### src/logic/enb_pkg.sv
// Package for the expanded non-multiplexed bus port: constants and types
package enb_pkg;
   localparam int ADDR_W = 16;
   localparam int DATA_W = 8;
   localparam int LINES_W = 8;
   localparam logic [15:0] WIN_BASE = 16'h0100;
   localparam logic [15:0] WIN_LAST = 16'h01ff;
   localparam logic [7:0] DDR_RESET = 8'h00;
   localparam logic [1:0] CLK_SRC_INT_OUT = 2'h2;
   localparam int E_DIV = 4;
   localparam int RATE_DIV0 = 16;
   localparam int RATE_DIV1 = 128;
   localparam int RATE_DIV2 = 1024;
   localparam int RATE_DIV3 = 4096;
   localparam int RATE_W = 13;
   localparam int E_CNT_W = 2;
   typedef enum logic [2:0] {
      ST_IDLE = 3'b001,
      ST_LOW = 3'b010,
      ST_HIGH = 3'b100
   } enb_state_t;
endpackage

### src/logic/enb_rate_clk.sv
// Serial bit-rate clock generator with optional pin output
`timescale 1ns/1ps
module enb_rate_clk (
   // Clock and reset
   input wire logic clk,
   input wire logic rst,
   // Control
   input wire logic [1:0] speed,
   input wire logic [1:0] source,
   // Outputs
   output logic rate_clk,
   output logic pin_out,
   output logic pin_oe_n
);
   import enb_pkg::*;
   logic [RATE_W-1:0] cnt_q;
   logic [RATE_W-1:0] half_w;
   logic rate_q;
   logic out_q;
   logic oe_n_q;
   assign half_w = (speed == 2'h0) ? RATE_W'(RATE_DIV0 / 2) :
                   (speed == 2'h1) ? RATE_W'(RATE_DIV1 / 2) :
                   (speed == 2'h2) ? RATE_W'(RATE_DIV2 / 2) : RATE_W'(RATE_DIV3 / 2);
   always_ff @(posedge clk or posedge rst) begin
      if (rst) begin
         cnt_q <= '0;
         rate_q <= 1'b0;
      end else if (cnt_q >= half_w - RATE_W'(1)) begin
         cnt_q <= '0;
         rate_q <= ~rate_q;
      end else begin
         cnt_q <= cnt_q + RATE_W'(1);
      end
   end
   always_ff @(posedge clk or posedge rst) begin
      if (rst) begin
         out_q <= 1'b0;
         oe_n_q <= 1'b1;
      end else begin
         out_q <= rate_q;
         oe_n_q <= (source != CLK_SRC_INT_OUT);
      end
   end
   assign rate_clk = rate_q;
   assign pin_out = out_q;
   assign pin_oe_n = oe_n_q;

   a_pin_follows: assert property (@(posedge clk) disable iff (rst)
      !oe_n_q |-> out_q == $past(rate_q))
      else $error("rate pin does not follow rate clock");
   a_pin_enable: assert property (@(posedge clk) disable iff (rst)
      $past(source) == CLK_SRC_INT_OUT |-> !oe_n_q)
      else $error("rate pin not enabled for source 10");
endmodule // enb_rate_clk

### src/logic/enb_addr_port.sv
// Address port: per-line direction control, address drive and input reads
`timescale 1ns/1ps
module enb_addr_port #(
   parameter int LINES = 8
) (
   // Clock and reset
   input wire logic clk,
   input wire logic rst,
   // Direction control
   input wire logic [LINES-1:0] ddr_wdata,
   input wire logic ddr_we,
   output logic [LINES-1:0] ddr,
   // Address source and pins
   input wire logic [LINES-1:0] addr,
   input wire logic addr_load,
   input wire logic [LINES-1:0] pin_in,
   output logic [LINES-1:0] pin_out,
   output logic [LINES-1:0] pin_oe_n,
   output logic [LINES-1:0] in_data
);
   import enb_pkg::*;
   logic [LINES-1:0] ddr_q;
   logic [LINES-1:0] addr_q;
   logic [LINES-1:0] in_q;
   always_ff @(posedge clk or posedge rst) begin
      if (rst) begin
         ddr_q <= LINES'(DDR_RESET);
      end else if (ddr_we) begin
         ddr_q <= ddr_wdata;
      end
   end
   always_ff @(posedge clk or posedge rst) begin
      if (rst) begin
         addr_q <= '0;
         in_q <= '0;
      end else begin
         if (addr_load) begin
            addr_q <= addr;
         end
         in_q <= pin_in;
      end
   end
   // Bit i of the direction register controls address line i
   genvar i;
   generate
      for (i = 0; i < LINES; i++) begin : g_line
         assign pin_out[i] = addr_q[i];
         assign pin_oe_n[i] = ~ddr_q[i];
         assign in_data[i] = ddr_q[i] ? addr_q[i] : in_q[i];
      end
   endgenerate
   assign ddr = ddr_q;

   a_ddr_reset: assert property (@(posedge clk) $fell(rst) |-> ddr_q == '0)
      else $error("direction register not cleared by reset");
   a_input_lines: assert property (@(posedge clk) disable iff (rst)
      1'b1 |=> (in_data & ~ddr_q) == ($past(pin_in) & ~ddr_q))
      else $error("input line does not read pin");
endmodule // enb_addr_port

### src/logic/enb_bus_port.sv
// Expanded non-multiplexed external bus port: strobe, select, data routing
`timescale 1ns/1ps
// What this block does
// - Presents 8-bit data port, address lines, strobe, read/write and window select.
// - All external transfers are timed by the enable strobe.
// - Window select low exactly for addresses 0x0100 to 0x01ff, internal or not.
// - Address and select valid in strobe low phase, held through high phase.
// - Data port valid during strobe high phase, whoever drives it.
// - Read/write high for a read, low for a write.
// - Reset clears address direction register; bit i drives address line i.
// - Window reachable only once required address lines are outputs.
// - Lines left as inputs keep working as parallel inputs.
// - Reads of non-internal addresses sample the external data port.
// - Non-internal reads outside window also sample, with select inactive.
// - Internal accesses ignore whatever the external data port carries.
// - Clock source field 10 drives bit-rate clock on port two line two.
module enb_bus_port #(
   parameter int LINES = 8,
   parameter logic [7:0] NEED_LINES = 8'hff
) (
   // Clock and reset
   input wire logic MCLK,
   input wire logic RST,
   // Processor access request
   input wire logic REQ,
   input wire logic [enb_pkg::ADDR_W-1:0] ADDR,
   input wire logic WRITE,
   input wire logic INTERNAL,
   input wire logic [enb_pkg::DATA_W-1:0] WDATA,
   output logic READY,
   output logic [enb_pkg::DATA_W-1:0] RDATA,
   output logic EXT_READ,
   output logic FAULT,
   // Internal data source for internal addresses
   input wire logic [enb_pkg::DATA_W-1:0] INT_RDATA,
   // Address line direction control
   input wire logic [LINES-1:0] DDR_WDATA,
   input wire logic DDR_WE,
   output logic [LINES-1:0] PORT_IN_DATA,
   // Serial clock control
   input wire logic [1:0] SERIAL_SPEED_FIELD,
   input wire logic [1:0] SERIAL_CLOCK_SOURCE_FIELD,
   output logic PORT_TWO_LINE_TWO_O,
   output logic PORT_TWO_LINE_TWO_OE_N,
   // External bus pins
   output logic ENABLE_STROBE,
   output logic READ_WRITE,
   output logic WINDOW_SELECT_N,
   input wire logic [LINES-1:0] ADDR_LINE_I,
   output logic [LINES-1:0] ADDR_LINE_O,
   output logic [LINES-1:0] ADDR_LINE_OE_N,
   input wire logic [enb_pkg::DATA_W-1:0] DATA_I,
   output logic [enb_pkg::DATA_W-1:0] DATA_O,
   output logic [enb_pkg::DATA_W-1:0] DATA_OE_N
);
   import enb_pkg::*;

   enb_state_t state_q, state_d;
   logic [E_CNT_W-1:0] cnt_q;
   logic [ADDR_W-1:0] addr_q;
   logic write_q;
   logic internal_q;
   logic [DATA_W-1:0] wdata_q;
   logic e_q;
   logic rw_q;
   logic sel_n_q;
   logic drive_q;
   logic ready_q;
   logic ext_q;
   logic fault_q;
   logic [DATA_W-1:0] rdata_q;
   logic [LINES-1:0] ddr_w;

   wire in_window = (ADDR >= WIN_BASE) && (ADDR <= WIN_LAST);
   wire window_blocked = in_window && ((ddr_w & NEED_LINES[LINES-1:0]) != NEED_LINES[LINES-1:0]);
   wire phase_end = (cnt_q == E_CNT_W'(E_DIV / 2 - 1));
   wire take = (state_q == ST_IDLE) && REQ;
   wire low_end = (state_q == ST_LOW) && phase_end;
   wire high_end = (state_q == ST_HIGH) && phase_end;
   wire win_q = (addr_q >= WIN_BASE) && (addr_q <= WIN_LAST);
   wire ext_cycle = !internal_q;
   wire [DATA_W-1:0] read_mux = ext_cycle ? DATA_I : INT_RDATA;

   enb_addr_port #(.LINES(LINES)) u_addr (
      .clk(MCLK),
      .rst(RST),
      .ddr_wdata(DDR_WDATA),
      .ddr_we(DDR_WE),
      .ddr(ddr_w),
      .addr(ADDR[LINES-1:0]),
      .addr_load(take && !window_blocked),
      .pin_in(ADDR_LINE_I),
      .pin_out(ADDR_LINE_O),
      .pin_oe_n(ADDR_LINE_OE_N),
      .in_data(PORT_IN_DATA)
   );

   enb_rate_clk u_rate (
      .clk(MCLK),
      .rst(RST),
      .speed(SERIAL_SPEED_FIELD),
      .source(SERIAL_CLOCK_SOURCE_FIELD),
      .rate_clk(),
      .pin_out(PORT_TWO_LINE_TWO_O),
      .pin_oe_n(PORT_TWO_LINE_TWO_OE_N)
   );

   // Each bus cycle is one strobe period: low phase then high phase
   always_comb begin
      state_d = state_q;
      unique case (state_q)
         ST_IDLE: if (REQ && !window_blocked) state_d = ST_LOW;
         ST_LOW: if (phase_end) state_d = ST_HIGH;
         ST_HIGH: if (phase_end) state_d = ST_IDLE;
         default: state_d = ST_IDLE;
      endcase
   end

   always_ff @(posedge MCLK or posedge RST) begin
      if (RST) begin
         state_q <= ST_IDLE;
         cnt_q <= '0;
      end else begin
         state_q <= state_d;
         cnt_q <= (state_q == ST_IDLE || phase_end) ? '0 : cnt_q + E_CNT_W'(1);
      end
   end

   always_ff @(posedge MCLK or posedge RST) begin
      if (RST) begin
         addr_q <= '0;
         write_q <= 1'b0;
         internal_q <= 1'b1;
         wdata_q <= '0;
      end else if (take && !window_blocked) begin
         addr_q <= ADDR;
         write_q <= WRITE;
         internal_q <= INTERNAL;
         wdata_q <= WDATA;
      end
   end

   // Pin timing: select and direction set at cycle start, held to its end
   always_ff @(posedge MCLK or posedge RST) begin
      if (RST) begin
         e_q <= 1'b0;
         rw_q <= 1'b1;
         sel_n_q <= 1'b1;
         drive_q <= 1'b0;
      end else begin
         e_q <= low_end || ((state_q == ST_HIGH) && !phase_end);
         if (take && !window_blocked) begin
            rw_q <= !WRITE;
            sel_n_q <= !in_window;
         end else if (high_end) begin
            rw_q <= 1'b1;
            sel_n_q <= 1'b1;
         end
         drive_q <= (low_end || ((state_q == ST_HIGH) && !phase_end)) && write_q;
      end
   end

   // Read data sampled at the close of the high phase
   always_ff @(posedge MCLK or posedge RST) begin
      if (RST) begin
         rdata_q <= '0;
         ready_q <= 1'b0;
         ext_q <= 1'b0;
         fault_q <= 1'b0;
      end else begin
         ready_q <= high_end || (take && window_blocked);
         fault_q <= take && window_blocked;
         ext_q <= high_end && !write_q && ext_cycle;
         if (high_end && !write_q) begin
            rdata_q <= read_mux;
         end
      end
   end

   assign READY = ready_q;
   assign RDATA = rdata_q;
   assign EXT_READ = ext_q;
   assign FAULT = fault_q;
   assign ENABLE_STROBE = e_q;
   assign READ_WRITE = rw_q;
   assign WINDOW_SELECT_N = sel_n_q;
   assign DATA_O = wdata_q;
   assign DATA_OE_N = {DATA_W{~drive_q}};

   a_sel_decode: assert property (@(posedge MCLK) disable iff (RST)
      $rose(e_q) |-> sel_n_q == !win_q)
      else $error("window select wrong for address");
   a_sel_stable_high: assert property (@(posedge MCLK) disable iff (RST)
      e_q && $past(e_q) |-> $stable(sel_n_q) && $stable(ADDR_LINE_O))
      else $error("address or select moved during high phase");
   a_rw_level: assert property (@(posedge MCLK) disable iff (RST)
      e_q |-> rw_q == !write_q)
      else $error("read/write level wrong");
   a_drive_write: assert property (@(posedge MCLK) disable iff (RST)
      !DATA_OE_N[0] |-> e_q && !rw_q)
      else $error("data driven outside write high phase");
   a_blocked_window: assert property (@(posedge MCLK) disable iff (RST)
      take && window_blocked |=> FAULT && READY && state_q == ST_IDLE)
      else $error("blocked window access not refused");
   a_outside_read: assert property (@(posedge MCLK) disable iff (RST)
      EXT_READ && !win_q |-> $past(sel_n_q))
      else $error("select active on outside read");
   a_ext_sample: assert property (@(posedge MCLK) disable iff (RST)
      high_end && !write_q && !internal_q |=> RDATA == $past(DATA_I))
      else $error("external read not sampled from data port");
   a_int_ignore: assert property (@(posedge MCLK) disable iff (RST)
      high_end && !write_q && internal_q |=> RDATA == $past(INT_RDATA))
      else $error("internal read took external data");
   a_cycle_len: assert property (@(posedge MCLK) disable iff (RST)
      take && !window_blocked |-> ##5 READY)
      else $error("bus cycle length wrong");

   // Checking aid: strobe-high clocks counted within one bus cycle
   localparam int HI_W = E_CNT_W + 1;
   logic [HI_W-1:0] hi_run_q;
   always_ff @(posedge MCLK or posedge RST) begin
      if (RST) begin
         hi_run_q <= '0;
      end else if (e_q) begin
         hi_run_q <= hi_run_q + HI_W'(1);
      end else begin
         hi_run_q <= '0;
      end
   end

   // Strobe and address timing
   a_strobe_high_max: assert property (@(posedge MCLK) disable iff (RST)
      hi_run_q <= HI_W'(E_DIV / 2))
      else $error("strobe high phase too long");
   a_strobe_full: assert property (@(posedge MCLK) disable iff (RST)
      $fell(e_q) |-> hi_run_q == HI_W'(E_DIV / 2))
      else $error("strobe high phase too short");
   a_strobe_low_first: assert property (@(posedge MCLK) disable iff (RST)
      $rose(e_q) |-> $past(state_q) == ST_LOW)
      else $error("strobe rose without low phase");
   a_idle_quiet: assert property (@(posedge MCLK) disable iff (RST)
      state_q == ST_IDLE |-> !e_q && rw_q && sel_n_q)
      else $error("bus pins active while idle");
   a_addr_held: assert property (@(posedge MCLK) disable iff (RST)
      state_q != ST_IDLE && $past(state_q) != ST_IDLE |-> $stable(addr_q) && $stable(sel_n_q)
      && $stable(rw_q))
      else $error("address or select moved within bus cycle");
   a_lines_drive: assert property (@(posedge MCLK) disable iff (RST)
      e_q |-> ADDR_LINE_O == addr_q[LINES-1:0])
      else $error("address lines differ from cycle address");
   a_sel_at_start: assert property (@(posedge MCLK) disable iff (RST)
      take && !window_blocked |=> sel_n_q == $past(!in_window))
      else $error("select not set at cycle start");
   a_rw_at_start: assert property (@(posedge MCLK) disable iff (RST)
      take && !window_blocked |=> rw_q == $past(!WRITE))
      else $error("read/write not set at cycle start");
   a_ext_window: assert property (@(posedge MCLK) disable iff (RST)
      EXT_READ && win_q |-> $past(!sel_n_q))
      else $error("select inactive on window read");
   a_read_level: assert property (@(posedge MCLK) disable iff (RST)
      EXT_READ |-> $past(rw_q))
      else $error("read/write low on a read");

   // Data port
   a_data_released: assert property (@(posedge MCLK) disable iff (RST)
      rw_q |-> DATA_OE_N == '1)
      else $error("data port driven during read");
   a_data_stable: assert property (@(posedge MCLK) disable iff (RST)
      !DATA_OE_N[0] && !$past(DATA_OE_N[0]) |-> $stable(DATA_O))
      else $error("write data moved while driven");
   a_write_drive: assert property (@(posedge MCLK) disable iff (RST)
      e_q && !rw_q |-> DATA_OE_N == '0)
      else $error("write data not driven in high phase");
   a_rdata_hold: assert property (@(posedge MCLK) disable iff (RST)
      !$past(high_end && !write_q) |-> $stable(RDATA))
      else $error("read data moved without a read");

   // Handshake outputs
   a_fault_ready: assert property (@(posedge MCLK) disable iff (RST)
      FAULT |-> READY && !EXT_READ)
      else $error("fault without ready");
   a_fault_idle: assert property (@(posedge MCLK) disable iff (RST)
      FAULT |-> state_q == ST_IDLE)
      else $error("refused access started a cycle");
   a_ext_ready: assert property (@(posedge MCLK) disable iff (RST)
      EXT_READ |-> READY && !internal_q)
      else $error("external read flag without external read");
   a_blocked_quiet: assert property (@(posedge MCLK) disable iff (RST)
      take && window_blocked |=> sel_n_q && !e_q && DATA_OE_N == '1)
      else $error("refused access moved bus pins");

   c_win_write: cover property (@(posedge MCLK) disable iff (RST) take && WRITE && in_window);
   c_win_read: cover property (@(posedge MCLK) disable iff (RST) EXT_READ && win_q);
   c_out_read: cover property (@(posedge MCLK) disable iff (RST) EXT_READ && !win_q);
   c_blocked: cover property (@(posedge MCLK) disable iff (RST) FAULT);
   c_int_read: cover property (@(posedge MCLK) disable iff (RST) READY && !EXT_READ && !FAULT);
endmodule // enb_bus_port

### config.mk
export PLATFORM = sky130hd
export DESIGN_NAME = enb_bus_port
export DESIGN_NICKNAME = d
export VERILOG_FILES = /design/src/logic/enb_pkg.sv /design/src/logic/enb_rate_clk.sv /design/src/logic/enb_addr_port.sv /design/src/logic/enb_bus_port.sv
export SDC_FILE = /design/constraint.sdc
export NUM_CORES = 1
export LEC_CHECK = 0
export BUFFER_PORTS_ARGS = -buffer_cell sky130_fd_sc_hd__buf_4
export CORE_MARGIN = 5
export CORE_UTILIZATION = 52
export DETAILED_ROUTE_END_ITERATION = 16
export PLACE_DENSITY = 0.91
export SETUP_SLACK_MARGIN = 0.5
export SYNTH_ARGS = -nofsm -noshare
export SYNTH_HDL_FRONTEND = slang
export SYNTH_SLANG_ARGS = --single-unit
### constraint.sdc
create_clock -name MCLK -period 5.4 [get_ports MCLK]
set_clock_uncertainty 0.15 [all_clocks]
set_input_delay 1.08 -clock MCLK [delete_from_list [all_inputs] [get_ports MCLK]]
set_output_delay 1.08 -clock MCLK [all_outputs]
set_load 0.03 [all_outputs]
==> impl_metrics.toml <==
[timing]
tightest_slew_ps = 598
rsz0062_at_grt = "no"
finalSetupViolCount = 0
finalHoldViolCount = 0
slew_headroom_pct = 60.1
timing.setup.tns_ps = 0
fmax_ghz = 0.379
finalCritPeriodShare_pct = 48.9
slew_viol_final = 0
fin_crit_ps = 2640

[placement]
place_hpwl_um = 5400
io_buffers = 121
dp_cells = 440
gp_congestion = 0.819

[logic_synthesis]
yosysMostFrequentCell = "dfrtp_1"
synth_compound_area_share_pct = 6.87
synth_top_family_by_area = "multiplexers"
synth_ff_type = "dfrtp_1"
synth_top_cell_area_share_pct = 52.6
synth_simple_gate_area_share_pct = 12.1
synthesis.nets = 330
synthCells = 257
synth_cell_type_count = 49
synth-edff-count = 0
yosysSeqAreaShare_pct = 56.8
synth.avg_cell_area_sq_um = 12.0
synth_top_area_cell = "dfrtp_1"
yosys_warnings = 0
netlist_area_sq_mm = 0.00309
async_reset_ff_share_pct = 100
ys_seq_elements = 70
yosys-top-cells-count = "dfrtp_1, nor2_1, mux2_2"
synth.area.mux_share_pct = 12.7
synthAdderAreaFrac_pct = 2.83
synth_xor_area_share_pct = 2.83
synth.area.top_cells = "dfrtp_1, mux2_2, dfstp_2"

[clock_network]
cts_sinks = 70
cts_setup_buffers = 0
worstSkewPairLatency_ps = 350
cts_buffers = 9
cts_tree = "yes"
cts_buffer_depth = 2
cts-resized-gates = 0
cts_root_buffer = "clkbuf_8"
path_clk_slew_ps = 70
h-tree-depth = 3
ctsHoldBuffers = 0

[setup_path]
cp.arrival_ps = 2680
required_ps = 5440
critPathKind = "input port to flip-flop"
end_kind = "flip-flop"
start_kind = "input port"
critical_path.max_fanout = 13

[drt]
detail-route-antenna-nets = 0
drt_first_pass_iters = 4
vias = 2339
wl_per_cell_um = 15.2
drt-total-wl_um = 6930
remaining_drc_errors = 0
first_iter_violations = 52
via_per_inst = 5.13

[final_layout]
instances_no_fill = 456
fin_util_pct = 71.4
drive_gt1_share_pct = 47.2
nets = 449
antenna_cells = 0
fillers = 426
areaGrowthSynthToFinish_pct = 35.1

[floorplan]
io_pins = 122
die-area_sq_mm = 0.00759
core_area_sq_mm = 0.00585
rows = 28
fp.dieW_um = 87.1
fp.dieH_um = 87.1
initial_core_util_pct = 52.9

[power]
p_per_area_mw_per_mm2 = 452
ir_worst_vdd_mv = 0.247
p_leak_nw = 2.05

[run_status]
status = "completed"

[grt]
grt_max_degree = 45
overflow = 0
grt_usage_pct = 18.9
antenna_found_initial = 0
grt_pass1_vias = 2406
grt_pass1_wl_um = 11100

[flow_run]
drv_cap = 0

[hold_path]
worst_hold_path_type = "flip-flop to flip-flop"
-- through the flow --
| step | total power (W) | worst slack [ps] | hold WS, ps | cell area [sq um] |
|---|---|---|---|---|
| floorplan | 0.00123 | 2410 | 222 | 3090 |
| global placement | 0.00148 | 2480 | 241 | 3990 |
| detailed placement | 0.00151 | 2400 | 242 | 3990 |
| CTS | 0.00191 | 2760 | 268 | 4180 |
| global route | 0.00199 | 2580 | 293 | 4180 |
| finish | 0.00189 | 2760 | 258 | 4180 |
-- sequential cells by signal, summed over array words and instances (netlist names), 2 cells and up --
signal and flops:
u_addr.in_q 8, state_q 3, cnt_q 2, u_addr.ddr 8, u_addr.pin_out 8, u_rate.cnt_q 13, DATA_O 8, RDATA 8
-- power by group --
part / leakage [nW] / total (W) / switching, W / internal [W]
registers: 0.858 / 0.000762 / 0.000106 / 0.000656
clock network: 0.0883 / 0.000406 / 0.000195 / 0.000212
logic: 1.11 / 0.000722 / 0.000402 / 0.000320
total: 2.05 / 0.00189 / 0.000703 / 0.00119
-- kinds of logic (layout without fill, tap and decap cells) --
group,Yosys count,after routing
xor gates and xnor gates,10,10
AOI/OAI and AO/OA,31,31
DFF,70,70
adders and majority gates,7,7
other,1,1
muxes,36,36
and+or+nand+nor,71,71
buffers and inverters,31,155
-- layout by cell type, fill, tap and decap left out, drive strengths merged, types with 5 or more instances in the layout --
cell and instances:
a21oi 9, and3 5, buf 122, clkbuf 10, dfrtp 65, dfstp 5
ha 7, inv 17, mux2 26, mux2i 10, nand2 12, nand3 8
nor2 30, o21ai 10, xnor2 5, xor2 5
-- layout make-up --
| cell class | instances | area [sq um] | share of cell area (%) |
|---|---|---|---|
| clock inverters | 6 | 62.6 | 1.50 |
| clock buffers | 10 | 128 | 3.05 |
| inverters | 17 | 63.8 | 1.53 |
| repair buffers | 122 | 916 | 21.9 |
| well taps | 75 | 93.8 | 2.25 |
| flip-flops and latches | 70 | 1760 | 42.1 |
| multi-input cells | 156 | 1160 | 27.7 |
-- routing by layer --
| layer | vias to the layer above | wire (um) | global-route usage [%] |
|---|---|---|---|
| met3 | 17 | 587 | 4.92 |
| met4 | 0 | 159 | 8.79 |
| met1 | 1109 | 2650 | 22.7 |
| li1 | 1115 | - | - |
| met5 | - | 0 | 0 |
| met2 | 98 | 3530 | 31.8 |
-- critical path, cell delays in order --
cell	delay [ps]
buf_4	120
nand2_1	90
ha_1	290
a2111oi_0	500
o211ai_2	360
xor2_1	230
-- path summary, 6_finish.rpt --
path                                        from                end  slack, ps  cells past startpoint
min                              u_rate.rate_clk     u_rate.pin_out        260                      0
max                        SERIAL_SPEED_FIELD[1]    u_rate.rate_clk       2760                      6
max in group asynchronous                    RST         state_q[0]       3510                      3
min reg2reg                      u_rate.rate_clk     u_rate.pin_out        260                      0
max reg2reg                           state_q[0]  u_addr.pin_out[3]       3150                      3
min in group asynchronous                    RST          DATA_O[3]        640                      2
Note: power is estimated with default switching activity, not from simulation.
